<file path="config.mk">
export PLATFORM = sky130hd
export DESIGN_NAME = rsfdc_slave
export DESIGN_NICKNAME = d
export VERILOG_FILES = /design/src/verilog/rsfdc_pkg.sv /design/src/verilog/rsfdc_slave.sv
export SDC_FILE = /design/constraint.sdc
export NUM_CORES = 1
export LEC_CHECK = 0
export BUFFER_PORTS_ARGS = -buffer_cell sky130_fd_sc_hd__buf_2
export CAP_MARGIN = 20
export CORE_MARGIN = 2
export CORE_UTILIZATION = 50
export DETAILED_ROUTE_END_ITERATION = 12
export PLACE_DENSITY = 0.73
export SLEW_MARGIN = 20
export SYNTH_ARGS = -nofsm -noshare
export SYNTH_HDL_FRONTEND = slang
export SYNTH_SLANG_ARGS = --single-unit
export TNS_END_PERCENT = 1
</file>
<file path="constraint.sdc">
create_clock -name CLK -period 4.75 [get_ports CLK]
set_input_delay 0.7125 -clock CLK [delete_from_list [all_inputs] [get_ports CLK]]
set_output_delay 0.7125 -clock CLK [all_outputs]
set_load 0.1 [all_outputs]
</file>
<file path="src/verilog/rsfdc_pkg.sv">
// Purpose: Constants, request carrier and CRC step for the RTU slave decoder
// Assumes: 100 MHz clock, byte stream from a UART that flags its own errors
// Notes on behaviour
// Code 03 reads holding registers and is never taken from a broadcast.
// Code 06 writes one holding register and is executed from a broadcast too.
// Code 08 is a communication check and is never taken from a broadcast.
// Code 10 writes consecutive holding registers and is executed from a broadcast too.
// Code 46 returns the last access count and is never taken from a broadcast.
// The data field is parsed by function code into counts, addresses and values.
// Every sent frame ends in a two-byte CRC, low byte first, then high byte.
// The CRC is recomputed while bytes arrive and any mismatch marks the frame bad.
// An unsupported code or illegal data is answered with the code plus 80h and an error code.
// A frame with a CRC, framing or reception error gets no reply at all.
// Frames are bounded by at least 3.5 character times of line silence.
// Address 0 is executed whatever the station number and never answered.
// The CRC is CRC-16 with reflected polynomial A001h, preset FFFFh, LSB first.
// A broadcast carrying a code not allowed for broadcast is dropped silently.
`default_nettype none
package rsfdc_pkg;
  localparam int CLK_PERIOD_NS = 10;
  // One 11-bit character at 9600 baud; adjust for other line rates
  localparam int CHAR_TIME_NS  = 1146000;
  localparam int GAP_TENTHS    = 35;
  localparam int GAP_NS        = CHAR_TIME_NS / 10 * GAP_TENTHS;
  localparam int GAP_CYCLES    = (GAP_NS + CLK_PERIOD_NS - 1) / CLK_PERIOD_NS;

  localparam logic [7:0]  FC_READ      = 8'h03;
  localparam logic [7:0]  FC_WRITE1    = 8'h06;
  localparam logic [7:0]  FC_DIAG      = 8'h08;
  localparam logic [7:0]  FC_WRITEN    = 8'h10;
  localparam logic [7:0]  FC_LOG       = 8'h46;
  localparam logic [7:0]  EXC_FLAG     = 8'h80;
  localparam logic [7:0]  ERR_ILL_FUNC = 8'h01;
  localparam logic [7:0]  ERR_ILL_DATA = 8'h03;
  localparam logic [7:0]  BCAST_ADDR   = 8'h00;
  localparam logic [15:0] CRC_INIT     = 16'hffff;
  localparam logic [15:0] CRC_POLY     = 16'ha001;

  localparam int          BUF_DEPTH    = 64;
  localparam logic [7:0]  LEN_MIN      = 8'h04;
  localparam logic [7:0]  LEN_FIXED    = 8'h08;
  localparam logic [7:0]  LEN_LOG      = 8'h04;
  localparam logic [8:0]  LEN_MULTI_HDR = 9'h009;
  localparam logic [7:0]  LEN_BUF_MAX  = 8'h40;
  localparam logic [15:0] MAX_READ_QTY = 16'h007d;
  localparam logic [6:0]  MULTI_DATA_AT = 7'h07;

  typedef struct packed {
    logic [7:0]  addr;
    logic [7:0]  func;
    logic        bcast;
    logic [15:0] reg_addr;
    logic [15:0] word;
    logic [7:0]  byte_cnt;
  } rsfdc_req_t;

  function automatic logic [15:0] crc_byte(input logic [15:0] crc, input logic [7:0] b);
    logic [15:0] c;
    c = crc ^ {8'h00, b};
    for (int i = 0; i < 8; i++) begin
      c = c[0] ? ((c >> 1) ^ CRC_POLY) : (c >> 1);
    end
    return c;
  endfunction
endpackage
`default_nettype wire

</file>
<file path="src/verilog/rsfdc_slave.sv">
// Purpose: RTU slave frame receiver, function decoder and reply framer
// Assumes: RX bytes arrive one per RX_VALID pulse; TX_READY from the UART
// Notes: Frames longer than 64 bytes are cut; holding store gets REQ and answers via TX_IN_BYTE
`timescale 1ns/1ns
`default_nettype none
module rsfdc_slave #(
  parameter int GAP_CYCLES = rsfdc_pkg::GAP_CYCLES
) (
  input  wire logic                  CLK,
  input  wire logic                  RST_N,
  input  wire logic                  RX_VALID,
  input  wire logic [7:0]            RX_BYTE,
  input  wire logic                  RX_ERR,
  input  wire logic [7:0]            STATION,
  output var  logic                  REQ_VALID,
  output var  rsfdc_pkg::rsfdc_req_t REQ,
  output var  logic                  FRAME_DROP,
  input  wire logic [4:0]            DATA_IDX,
  output var  logic [15:0]           DATA_WORD,
  input  wire logic                  TX_IN_VALID,
  input  wire logic [7:0]            TX_IN_BYTE,
  input  wire logic                  TX_IN_LAST,
  output var  logic                  TX_IN_READY,
  output var  logic                  TX_VALID,
  output var  logic [7:0]            TX_BYTE,
  input  wire logic                  TX_READY
);
  typedef enum logic [3:0] {
    S_IDLE, S_RECV, S_CHECK, S_ADDR, S_FUNC, S_BODY, S_EXC, S_CRCL, S_CRCH
  } rsfdc_state_t;

  rsfdc_state_t state_reg;
  logic [7:0]   buf_mem [rsfdc_pkg::BUF_DEPTH];
  logic [7:0]   len_reg;
  logic         err_reg;
  logic [15:0]  rx_crc_reg;
  logic [15:0]  tx_crc_reg;
  logic [31:0]  gap_reg;
  logic         exc_reg;
  logic [7:0]   exc_code_reg;
  logic         last_reg;
  logic         rx_take;

  ////////////////////////////////////////////////////////////////////////////
  // Receive side
  assign rx_take = RX_VALID && (state_reg == S_IDLE || state_reg == S_RECV);

  always_ff @(posedge CLK) begin
    if (rx_take && len_reg < rsfdc_pkg::LEN_BUF_MAX) begin
      buf_mem[len_reg[5:0]] <= RX_BYTE;
    end
  end

  always_ff @(posedge CLK) begin
    if (!RST_N || state_reg == S_CHECK) begin
      len_reg    <= 8'h00;
      err_reg    <= 1'b0;
      rx_crc_reg <= rsfdc_pkg::CRC_INIT;
    end else if (rx_take) begin
      len_reg    <= (len_reg == 8'hff) ? len_reg : len_reg + 8'h01;
      err_reg    <= err_reg | RX_ERR;
      rx_crc_reg <= rsfdc_pkg::crc_byte(rx_crc_reg, RX_BYTE);
    end
  end

  // Silence counter; only runs inside a frame so it never wraps
  always_ff @(posedge CLK) begin
    if (!RST_N || rx_take || state_reg != S_RECV) begin
      gap_reg <= 32'h0;
    end else begin
      gap_reg <= gap_reg + 32'h1;
    end
  end

  ////////////////////////////////////////////////////////////////////////////
  // Frame check and decode
  logic [7:0]  c_addr;
  logic [7:0]  c_func;
  logic [15:0] c_qty;
  logic [7:0]  c_bcnt;
  logic        c_bcast;
  logic        c_good;
  logic        c_supp;
  logic        c_bc_ok;
  logic        c_data_ok;

  always_comb begin
    c_addr    = buf_mem[0];
    c_func    = buf_mem[1];
    c_qty     = {buf_mem[4], buf_mem[5]};
    c_bcnt    = buf_mem[6];
    c_bcast   = (c_addr == rsfdc_pkg::BCAST_ADDR);
    // Residue of zero means the trailing low/high CRC pair matched
    c_good    = (len_reg >= rsfdc_pkg::LEN_MIN) && !err_reg && (rx_crc_reg == 16'h0000)
                && (c_bcast || c_addr == STATION);
    c_supp    = 1'b0;
    c_bc_ok   = 1'b0;
    c_data_ok = 1'b0;
    case (c_func)
      rsfdc_pkg::FC_READ: begin
        c_supp    = 1'b1;
        c_data_ok = (len_reg == rsfdc_pkg::LEN_FIXED) && (c_qty != 16'h0)
                    && (c_qty <= rsfdc_pkg::MAX_READ_QTY);
      end
      rsfdc_pkg::FC_WRITE1: begin
        c_supp    = 1'b1;
        c_bc_ok   = 1'b1;
        c_data_ok = (len_reg == rsfdc_pkg::LEN_FIXED);
      end
      rsfdc_pkg::FC_DIAG: begin
        c_supp    = 1'b1;
        c_data_ok = (len_reg == rsfdc_pkg::LEN_FIXED);
      end
      rsfdc_pkg::FC_WRITEN: begin
        c_supp    = 1'b1;
        c_bc_ok   = 1'b1;
        c_data_ok = (len_reg <= rsfdc_pkg::LEN_BUF_MAX) && (c_qty != 16'h0)
                    && (c_qty[15:7] == 9'h0) && (c_bcnt == {c_qty[6:0], 1'b0})
                    && ({1'b0, len_reg} == rsfdc_pkg::LEN_MULTI_HDR + {1'b0, c_bcnt});
      end
      rsfdc_pkg::FC_LOG: begin
        c_supp    = 1'b1;
        c_data_ok = (len_reg == rsfdc_pkg::LEN_LOG);
      end
      default: begin
        c_supp = 1'b0;
      end
    endcase
  end

  ////////////////////////////////////////////////////////////////////////////
  // Sequencer and transmit framing
  logic [7:0] tx_pick;

  always_comb begin
    case (state_reg)
      S_ADDR:  tx_pick = REQ.addr;
      S_FUNC:  tx_pick = exc_reg ? (REQ.func | rsfdc_pkg::EXC_FLAG) : REQ.func;
      S_EXC:   tx_pick = exc_code_reg;
      S_CRCL:  tx_pick = tx_crc_reg[7:0];
      S_CRCH:  tx_pick = tx_crc_reg[15:8];
      default: tx_pick = TX_IN_BYTE;
    endcase
  end

  always_ff @(posedge CLK) begin
    if (!RST_N) begin
      state_reg    <= S_IDLE;
      REQ_VALID    <= 1'b0;
      REQ          <= '0;
      FRAME_DROP   <= 1'b0;
      exc_reg      <= 1'b0;
      exc_code_reg <= 8'h00;
      last_reg     <= 1'b0;
      tx_crc_reg   <= rsfdc_pkg::CRC_INIT;
      TX_VALID     <= 1'b0;
      TX_BYTE      <= 8'h00;
      TX_IN_READY  <= 1'b0;
    end else begin
      REQ_VALID   <= 1'b0;
      FRAME_DROP  <= 1'b0;
      TX_IN_READY <= (state_reg == S_BODY) && !TX_VALID && !(TX_IN_READY && TX_IN_VALID);
      case (state_reg)
        S_IDLE: begin
          if (rx_take) state_reg <= S_RECV;
        end
        S_RECV: begin
          if (!rx_take && gap_reg == 32'(GAP_CYCLES - 1)) state_reg <= S_CHECK;
        end
        S_CHECK: begin
          tx_crc_reg   <= rsfdc_pkg::CRC_INIT;
          REQ          <= '{addr: c_addr, func: c_func, bcast: c_bcast,
                            reg_addr: {buf_mem[2], buf_mem[3]}, word: c_qty,
                            byte_cnt: (c_func == rsfdc_pkg::FC_WRITEN) ? c_bcnt : 8'h00};
          exc_reg      <= !c_supp || !c_data_ok;
          exc_code_reg <= c_supp ? rsfdc_pkg::ERR_ILL_DATA : rsfdc_pkg::ERR_ILL_FUNC;
          if (!c_good || (c_bcast && !(c_bc_ok && c_data_ok))) begin
            state_reg  <= S_IDLE;
            FRAME_DROP <= 1'b1;
          end else if (c_bcast) begin
            state_reg <= S_IDLE;
            REQ_VALID <= 1'b1;
          end else begin
            state_reg <= S_ADDR;
            REQ_VALID <= c_supp && c_data_ok;
          end
        end
        S_BODY: begin
          if (TX_IN_READY && TX_IN_VALID) begin
            TX_VALID   <= 1'b1;
            TX_BYTE    <= tx_pick;
            tx_crc_reg <= rsfdc_pkg::crc_byte(tx_crc_reg, tx_pick);
            last_reg   <= TX_IN_LAST;
          end else if (TX_VALID && TX_READY) begin
            TX_VALID <= 1'b0;
            if (last_reg) state_reg <= S_CRCL;
          end
        end
        S_ADDR, S_FUNC, S_EXC, S_CRCL, S_CRCH: begin
          if (!TX_VALID) begin
            TX_VALID <= 1'b1;
            TX_BYTE  <= tx_pick;
            if (state_reg != S_CRCL && state_reg != S_CRCH) begin
              tx_crc_reg <= rsfdc_pkg::crc_byte(tx_crc_reg, tx_pick);
            end
          end else if (TX_READY) begin
            TX_VALID <= 1'b0;
            case (state_reg)
              S_ADDR:  state_reg <= S_FUNC;
              S_FUNC:  state_reg <= exc_reg ? S_EXC : S_BODY;
              S_EXC:   state_reg <= S_CRCL;
              S_CRCL:  state_reg <= S_CRCH;
              default: state_reg <= S_IDLE;
            endcase
          end
        end
        default: state_reg <= S_IDLE;
      endcase
    end
  end

  ////////////////////////////////////////////////////////////////////////////
  // Data word read port for multi-register writes
  logic [6:0] rd_at;
  assign rd_at = rsfdc_pkg::MULTI_DATA_AT + {1'b0, DATA_IDX, 1'b0};

  always_ff @(posedge CLK) begin
    if (!RST_N) begin
      DATA_WORD <= 16'h0000;
    end else if (rd_at < 7'(rsfdc_pkg::BUF_DEPTH - 1)) begin
      DATA_WORD <= {buf_mem[rd_at[5:0]], buf_mem[rd_at[5:0] + 6'h01]};
    end else begin
      DATA_WORD <= 16'h0000;
    end
  end

  ////////////////////////////////////////////////////////////////////////////
  // Checks
  a_read_unicast: assert property (@(posedge CLK) disable iff (!RST_N)
    REQ_VALID && REQ.func == rsfdc_pkg::FC_READ |-> !REQ.bcast)
    else $error("read request issued from broadcast");
  a_write1_bcast: assert property (@(posedge CLK) disable iff (!RST_N)
    state_reg == S_CHECK && c_good && c_bcast && c_func == rsfdc_pkg::FC_WRITE1 && c_data_ok
    |=> REQ_VALID && REQ.bcast)
    else $error("broadcast single write not executed");
  a_diag_unicast: assert property (@(posedge CLK) disable iff (!RST_N)
    REQ_VALID && REQ.func == rsfdc_pkg::FC_DIAG |-> !REQ.bcast)
    else $error("diagnostic issued from broadcast");
  a_writen_bcast: assert property (@(posedge CLK) disable iff (!RST_N)
    state_reg == S_CHECK && c_good && c_bcast && c_func == rsfdc_pkg::FC_WRITEN && c_data_ok
    |=> REQ_VALID && REQ.bcast)
    else $error("broadcast multi write not executed");
  a_log_unicast: assert property (@(posedge CLK) disable iff (!RST_N)
    REQ_VALID && REQ.func == rsfdc_pkg::FC_LOG |-> !REQ.bcast)
    else $error("log read issued from broadcast");
  a_multi_layout: assert property (@(posedge CLK) disable iff (!RST_N)
    REQ_VALID && REQ.func == rsfdc_pkg::FC_WRITEN |-> REQ.byte_cnt == {REQ.word[6:0], 1'b0})
    else $error("multi write byte count mismatch");
  a_crc_order: assert property (@(posedge CLK) disable iff (!RST_N)
    state_reg == S_CRCL && TX_VALID && TX_READY |=> state_reg == S_CRCH ##1
    TX_VALID && TX_BYTE == $past(tx_crc_reg[15:8]))
    else $error("crc high byte not after low byte");
  a_crc_drop: assert property (@(posedge CLK) disable iff (!RST_N)
    state_reg == S_CHECK && rx_crc_reg != 16'h0000 |=> state_reg == S_IDLE && FRAME_DROP)
    else $error("bad crc frame not dropped");
  a_exc_flag: assert property (@(posedge CLK) disable iff (!RST_N)
    state_reg == S_FUNC && TX_VALID && exc_reg |-> TX_BYTE[7])
    else $error("exception reply without bit 7");
  a_err_silent: assert property (@(posedge CLK) disable iff (!RST_N)
    state_reg == S_CHECK && err_reg |=> !TX_VALID [*4])
    else $error("reply sent after reception error");
  a_gap_end: assert property (@(posedge CLK) disable iff (!RST_N)
    state_reg == S_RECV && !rx_take && gap_reg == 32'(GAP_CYCLES - 1) |=> state_reg == S_CHECK)
    else $error("frame end not seen after gap");
  a_bcast_quiet: assert property (@(posedge CLK) disable iff (!RST_N)
    REQ_VALID && REQ.bcast |-> state_reg == S_IDLE && !TX_VALID && !TX_IN_READY)
    else $error("broadcast answered");
  a_bcast_forbid: assert property (@(posedge CLK) disable iff (!RST_N)
    state_reg == S_CHECK && c_good && c_bcast && !c_bc_ok |=> !REQ_VALID && state_reg == S_IDLE)
    else $error("forbidden broadcast executed");
endmodule // rsfdc_slave
`default_nettype wire
</file>
* Word level (Yosys, flattened, before mapping)
Memories as Yosys holds them, arrays and structs flattened. A register that Yosys moved wholly into a read port is not among the register bits.
Cells that the tools add are included.
** Storage, ports and cells
- Register bits :: 140
- Bits in writable memories :: 512
- Input port bits :: 36
- Output and inout bits :: 85
- Logic and storage cells :: 197
- Memories kept :: 1
** Memory list
- buf_mem :: words 64, width 8, read ports 9, clocked after Yosys merged registers in 4, write ports 1, RTL line rsfdc_slave.sv:33 : logic [7:0] buf_mem [rsfdc_pkg::BUF_DEPTH];
** Operators by class
- Add/sub/neg operators :: 5
- Order comparisons :: 5
- Equal/unequal tests :: 34
- Mux-type cells :: 51
- Bitwise logic cells :: 22
- Reductions and logical operators :: 60
** Operators with widths (number)
- $mux 16 :: 19
- $not 2->3 :: 16
- $pmux 16 s3 :: 1
- $pmux 8 s5 :: 1
- $add 32x1->32 const B :: 1
- $eq 32x19->1 const B :: 1
- $mux 8 :: 4
- $xor 16x8->16 :: 2
- $mux 4 :: 7
- $logic_and 1x1->1 :: 20
- $pmux 4 s5 :: 1
- $eq 4x3->1 const B :: 4
- $eq 8x3->1 const B :: 2
- $eq 8x4->1 const B :: 2
- $eq 8x8->1 :: 2
- $le 16x7->1 const B :: 1
- $logic_not 16->1 :: 1
- $pmux 4 s4 :: 1
- $pmux 8 s2 :: 1
- $reduce_bool 16->1 :: 1
- $ne 2x2->1 const B :: 7
- $logic_not 1->1 :: 13
- $mux 1 :: 10
- $reduce_and 2->1 :: 5
- 38 further kinds :: 54

* Longest topological paths before layout
Gate-level depths: netlist of run 1.
- Depth after elaboration :: 22
- Mapped depth :: 13
- Gate-level depth less buffers :: 9

* Worst setup path after synthesis of run 1
OpenSTA, ideal clock, no wires.
- Path type :: input -> register
- From :: input port DATA_IDX[0]
- To :: register DATA_WORD[10] (read register of buf_mem)
- Library setup time :: 130 ps
- Data arrival time :: 4329 ps
- Required time :: 4620 ps
- Path slack :: 291 ps
- Stages :: 12
- Buffers on the path :: 6
- Cell sequence :: clkbuf_1 > clkbuf_1 > clkbuf_1 > inv_1 > ha_1 > buf_1 > buf_1 > clkbuf_1 > mux4_2 > mux4_2 > mux2i_1 > nor2_1
** Between the ends
- Word-level cells in the longest chain between the ends :: 4
** Ends and longest elaborated chain
- from (decl) :: RTL line rsfdc_slave.sv:18 : input wire logic [4:0] DATA_IDX,
- $add 3x6->7 (*) :: RTL line rsfdc_slave.sv:225 : assign rd_at = rsfdc_pkg::MULTI_DATA_AT + {1'b0, DATA_IDX, 1'b0};
- $lt 7x6->1 :: RTL line rsfdc_slave.sv:230 : end else if (rd_at < 7'(rsfdc_pkg::BUF_DEPTH - 1)) begin
- $reduce_and 2->1 (no line)
- $logic_not 1->1 (no line)
- to (decl) :: RTL line rsfdc_slave.sv:19 : output var logic [15:0] DATA_WORD,
Every way passes the cells marked *; elsewhere a longest branch is shown, timed or not.
A chain may end at the register's enable or synchronous reset.

* Worst setup path in the final report of run 1
- From :: register state_reg[3]
- To :: register tx_crc_reg[15]
** Between the ends
- Word-level cells in the longest chain between the ends :: 15
- Elaborated cells between the ends (all ways) :: 37
- Classes of those cells :: eq/ne (12); mux (13); bitwise (8); reduce/logical (4)
** Ends and longest elaborated chain
- from (decl) :: RTL line rsfdc_slave.sv:32 : rsfdc_state_t state_reg;
- from (signal assigned) :: RTL line rsfdc_slave.sv:210 : S_FUNC: state_reg <= exc_reg ? S_EXC : S_BODY;
- $eq 4x4->1 (tied with other cells) :: RTL line rsfdc_slave.sv:136, rsfdc_slave.sv:163
- $pmux 8 s5 :: RTL line rsfdc_slave.sv:136 : case (state_reg)
- $xor 16x8->16 :: RTL line rsfdc_pkg.sv:59 : c = crc ^ {8'h00, b};
- $mux 16 / $not 2->3 (equally long branches) (6 in series)
- $not 2->3 (no line) / $mux 16 (equally long branches)
- $mux 16 (2 in series) :: RTL line rsfdc_pkg.sv:61 : c = c[0] ? ((c >> 1) ^ CRC_POLY) : (c >> 1);
- $mux 16 :: RTL line rsfdc_slave.sv:203 : if (state_reg != S_CRCL && state_reg != S_CRCH) begin
- $mux 16 :: RTL line rsfdc_slave.sv:200 : if (!TX_VALID) begin
- $pmux 16 s3 :: RTL line rsfdc_slave.sv:163 : case (state_reg)
- to (signal assigned) :: RTL line rsfdc_slave.sv:155 : tx_crc_reg <= rsfdc_pkg::CRC_INIT;
- to (signal assigned) :: RTL line rsfdc_slave.sv:171 : tx_crc_reg <= rsfdc_pkg::CRC_INIT;
- to (signal assigned) :: RTL line rsfdc_slave.sv:204 : tx_crc_reg <= rsfdc_pkg::crc_byte(tx_crc_reg, tx_pick);
- to (decl) :: RTL line rsfdc_slave.sv:37 : logic [15:0] tx_crc_reg;
Parallel ways exist; a longest one is shown, timed or not. The select of a mux whose other input is x is not followed.

==> results.json, run 1 <==
{
  "num_vias": 15980,
  "final_cell_mix": "edfxtp_1 (512), nor2_1 (179), nand2_1 (179)",
  "io_pins": 121,
  "max_stage_delay_ns": 0.76,
  "netlist_area_mm2": 0.02736,
  "async_reset_ff_share_pct": 0,
  "antenna_found_initial": 1,
  "cts_tree": "yes",
  "maxCapViolCount": 0,
  "timing.fmax_mhz": 277.8,
  "p_leak_uw": 0.01028,
  "synth_cells": 1770,
  "synthFlopType": "edfxtp_1",
  "syn_nets": 1811,
  "grt.total_usage_pct": 23.54,
  "place_ws_ns": 1.205,
  "drtIter0Drc": 1848,
  "synth_cell_types": 62,
  "htreeDepth": 3,
  "power_density_mw_per_mm2": 478.8,
  "yosys.area.top_type": "edfxtp_1",
  "drv_slew": 0,
  "hp-class": "input pin to register",
  "total_power_uw": 14830,
  "grt_max_degree": 129,
  "cts_hold_buf": 0,
  "dieWidth_um": 237.9,
  "crit_fanout": 20,
  "crit_arrival_ns": 4.11,
  "ctsRootBufferMaster": "clkbuf_16",
  "crit_buf_inv": 0,
  "worstPathRequired_ns": 5.26,
  "cts_buffers": 69,
  "port_buffers": 120,
  "via_per_inst": 6.046,
  "largest_reg_flops": 512,
  "firstDrtPassIters": 6,
  "synth_edf_count": 512,
  "fin_tns_setup_ns": 0,
  "die_h_um": 237.9,
  "routed_wl_um": 65990,
  "rows": 85,
  "fin_crit_ns": 3.599,
  "whs_ns": 0.3780,
  "fin_ws_ns": 1.151,
  "grt_overflow_total": 0,
  "ctsResizeCount": 0,
  "final_layout_size_suffix_gt1_share_pct": 21.79,
  "final_common_cell": "edfxtp_1",
  "fin_worst_skew_ns": 0.02207,
  "post_cts_buffers": 0,
  "status": "finished, final reports clean",
  "ant_nets": 0,
  "ys_top_cells_by_area": "edfxtp_1 (56%), mux4_2 (13%), dfxtp_1 (12%), nor2_1 (2.5%), nand2_1 (2.5%)",
  "peakVddDrop_mv": 0.3522,
  "setup_viol": 0,
  "wire_per_inst_um": 24.97,
  "clock_sink_count": 678,
  "cp-end-kind": "register",
  "max-slew-margin-rel_pct": 31.21,
  "area_growth_pct": 13.25,
  "crit_slowest_cell": "dfxtp_1",
  "synth_area_per_cell_um2": 15.46,
  "cts_buffer_depth": 3,
  "grt_pass1_wl_um": 99750,
  "clk_latency_ns": 0.60,
  "dieArea_mm2": 0.05660,
  "core_mm2": 0.05392,
  "path_cells": "nor4b_4 -> a21o_1 -> a31oi_1 -> xnor2_1 -> xnor2_1 -> xnor3_1 -> xor3_1 -> xor2_1 -> a21oi_1",
  "crit_type": "register to register",
  "worst_slew_pin_slew_ns": 1.032,
  "rsz0062_at_grt": "no",
  "grt_pass1_vias": 15870,
  "cp-start-kind": "register",
  "clk_pin_slew_ns": 0.06,
  "hold_viol": 0,
  "cp_common_cell": "xnor2_1",
  "place_congestion": 0.9354,
  "ys_ff_latch": 678,
  "fin_nets": 1937,
  "crit_family": "XOR/XNOR gates",
  "ys_seq_area_share_pct": 68.35,
  "remaining_drc_errors": 0,
  "start_util_pct": 50.74,
  "post-route-period-util_pct": 75.77,
  "ys_warn_count": 0,
  "place_hpwl_um": 42830,
  "synth_top_area_share_pct": 56.20
}
-- synthesized netlist by cell type, types with 9 or more instances --
cell type    n
a21oi_1     82
a22o_1       9
and3_1      15
buf_1       14
clkbuf_1    66
dfxtp_1    166
edfxtp_1   512
inv_1       10
mux2i_1     28
mux4_2     158
nand2_1    179
nand3_1     31
nand4_1     12
nor2_1     180
nor2b_1     12
nor3_1      14
nor4_1      19
o211ai_1    12
o21ai_0     32
o22ai_1     11
or3_1       12
xnor2_1     52
xor2_1      48
-- per-layer routing --
layer	wire length, um	global-route usage, %
met2	31460	37.75
met4	1773	6.728
met5	0	0
met3	6388	4.963
met1	26370	32.86
-- per-stage QoR --
stage	utilization, %	std cells	area, um2
3_5_place_dp	53.34	2521	28760
5_1_grt	57.45	2642	30980
4_1_cts	57.45	2642	30980
2_1_floorplan	-	1770	27360
3_3_place_gp	53.34	2521	28760
6_report	57.46	2643	30980
-- power by group --
part / internal (uW) / switching [uW] / total [uW] / leakage (uW)
logic: 772 / 1870 / 2640 / 0.00324
registers: 6600 / 260 / 6860 / 0.00596
clock network: 3080 / 2250 / 5330 / 0.00109
total: 10500 / 4380 / 14800 / 0.0103
-- logic make-up after synthesis --
logic type | count (synthesis) | synth area share (%)
adders and majority gates | 5 | 0.2287
AOI/OAI and AO/OA | 185 | 4.048
DFF | 678 | 68.35
muxes | 189 | 14.16
xor gates and xnor gates | 102 | 3.371
and+or+nand+nor | 511 | 8.429
buffers and inverters | 100 | 1.422
-- final timing paths --
path,startpoint,to,slack (ns),cells past startpoint
setup / recovery,state_reg[3],tx_crc_reg[15],1.15,9
hold / removal,TX_IN_LAST,last_reg,0.38,3
setup reg to reg,state_reg[3],tx_crc_reg[15],1.15,9
hold reg to reg,REQ[9],REQ[9],0.45,2
-- final cells by class --
class                   instances  area (um2)
fillers                      4062       22940
well taps                     696       870.8
flip-flops and latches        678       18700
multi-input cells             992        8315
repair buffers                144       837.1
clock buffers                  84        1866
diodes                          1       2.502
inverters                      11       41.29
clock inverters                37       351.6
-- worst reg2reg max path: stages (launching register included) --
cell and delay (ns):
dfxtp_1 0.76, nor4b_4 0.57, a21o_1 0.39, a31oi_1 0.22, xnor2_1 0.31, xnor2_1 0.18
xnor3_1 0.45, xor3_1 0.26, xor2_1 0.19, a21oi_1 0.20
No activity file was read; power rests on OpenSTA's default activity.
==> run 2: changes to the inputs <==
- clock period: 4.75 -> 3 ns (I/O delays scaled with it)
==> results.json, run 2 (synthesis gave the netlist of run 1 again) <==
{
  "fin_crit_ns": 2.788,
  "max_stage_delay_ns": 0.44,
  "fin_worst_skew_ns": 0.02634,
  "dieWidth_um": 237.9,
  "rsz0062_at_grt": "no",
  "start_util_pct": 50.74,
  "switchingPower_uw": 7020,
  "cts_buffers": 68,
  "grt_pass1_wl_um": 104000,
  "worst_slew_pin_slew_ns": 1.072,
  "peakVddDrop_mv": 0.4278,
  "final_layout_size_suffix_gt1_share_pct": 26.43,
  "htreeDepth": 3,
  "setup_viol": 0,
  "timing.fmax_mhz": 358.7,
  "port_buffers": 120,
  "p_int_uw": 16850,
  "postPlaceCellArea_mm2": 0.02963,
  "grt_pass1_vias": 16530,
  "core_mm2": 0.05392,
  "routed_wl_um": 69100,
  "hp-class": "input pin to register",
  "final_common_cell": "edfxtp_1",
  "drtIter0Drc": 1809,
  "placedCellCount": 2634,
  "crit_type": "register to register",
  "cp-end-kind": "register",
  "place_hpwl_um": 45570,
  "maxCapViolCount": 0,
  "place_congestion": 0.9096,
  "p_sw_share_pct": 29.41,
  "clk_latency_ns": 0.61,
  "clkPwrFrac_pct": 36.2,
  "crit_slowest_cell": "xnor3_1",
  "firstDrtPassIters": 5,
  "final_cell_mix": "edfxtp_1 (512), nor2_1 (179), nand2_1 (179)",
  "via_per_inst": 5.978,
  "antenna_found_initial": 1,
  "hold_viol": 0,
  "path_cells": "mux2_2 -> a21o_1 -> a31oi_2 -> xnor2_1 -> xnor2_1 -> xnor3_1 -> xor3_1 -> xor2_1 -> a21oi_1",
  "ant_nets": 0,
  "cts_buffer_depth": 3,
  "clock_sink_count": 678,
  "remaining_drc_errors": 0,
  "cp-start-kind": "register",
  "p_comb_share_pct": 18.5,
  "num_vias": 16490,
  "status": "finished, final reports clean",
  "max-slew-margin-rel_pct": 28.55,
  "io_pins": 121,
  "grt_overflow_total": 0,
  "clk_pin_slew_ns": 0.06,
  "design_area_mm2": 0.03193,
  "crit_fanout": 6,
  "final_cells": 2758,
  "cts_hold_buf": 0,
  "antenna_cells": 0,
  "fin_nets": 2050,
  "dieArea_mm2": 0.05660,
  "post-route-period-util_pct": 92.93,
  "grt.total_usage_pct": 24.76,
  "largest_reg_flops": 512,
  "drv_slew": 0,
  "area_growth_pct": 16.73,
  "cts_tree": "yes",
  "ctsRootBufferMaster": "clkbuf_16",
  "power_density_mw_per_mm2": 747.6,
  "worstPathRequired_ns": 3.51,
  "rows": 85,
  "p_leak_uw": 0.01092,
  "cp_common_cell": "xnor2_1",
  "crit_arrival_ns": 3.30,
  "seqPwrFrac_pct": 45.3,
  "wire_per_inst_um": 25.06,
  "grt_max_degree": 65,
  "die_h_um": 237.9
}
run 2: changes by cell type in the layout (fill, tap and decap cells not counted), moves of 2 or more:
cell       change
xnor2_1        -2
xnor2_2        +2
clkbuf_8       +3
bufinv_16      +3
buf_4        +114
clkbuf_16      -3
a31oi_1        -2
a31oi_2        +2
run 2: worst max-delay path: cells and delay by family (launching register included):
kind                      cells  cell delay (ns)
muxes                         1             0.39
AOI/OAI and AO/OA             3             0.65
DFF                           1             0.42
xor gates and xnor gates      5             1.27
run 2: final cells by class:
cell class              count  area (um2)
clock buffers              85        1836
inverters                  11       41.29
multi-input cells         992        8356
fillers                  3998       21990
clock inverters            38       437.9
flip-flops and latches    678       18700
repair buffers            258        1693
well taps                 696       870.8
run 2: routing by layer:
metal  vias to the layer above  global-route usage, %  routed length [um]
met3                       138                  4.199                5420
met5                         -                      0                   0
met4                         0                  7.566                2037
met1                      8389                  33.35               27040
li1                       7253                      -                   -
met2                       707                  41.57               34610
run 2: worst paths after layout:
check | start | to | slack (ns) | depth (start not counted)
worst max-delay path | state_reg[0] | tx_crc_reg[15] | 0.21 | 9
worst min-delay path | RX_ERR | err_reg | 0.09 | 3
worst max register to register | state_reg[0] | tx_crc_reg[15] | 0.21 | 9
worst min register to register | REQ[11] | REQ[11] | 0.45 | 2
run 2: stage by stage:
stage | total power, uW | utilization, % | setup TNS, ns | hold WS (ns) | worst slack, ns
finish | 23870 | 59.22 | 0 | 0.09322 | 0.2121
global route | 24630 | 59.22 | 0 | 0.1130 | 0.01194
CTS | 23970 | 59.17 | 0 | 0.07072 | 0.1348
detailed placement | 15390 | 54.95 | -0.001271 | 0.4449 | -0.001271
global placement | 15310 | 54.95 | 0 | 0.4409 | 0.1089
floorplan | 14210 | - | 0 | 0.4261 | 0.002645
run 2: repair_timing:
action | in CTS | in global routing
endpoints found under the setup margin | 0 | 4
resized for setup | 0 | 5
buffers inserted | 0 | 1
run 2: power by group through the flow:
stage | sequential (uW) | clock (uW) | combinational [uW]
global placement | 11000 | 0 | 4320
CTS | 10800 | 8750 | 4410
global route | 10800 | 9110 | 4680
floorplan | 12200 | 0 | 2020
finish | 10800 | 8650 | 4420
detailed placement | 11000 | 0 | 4390
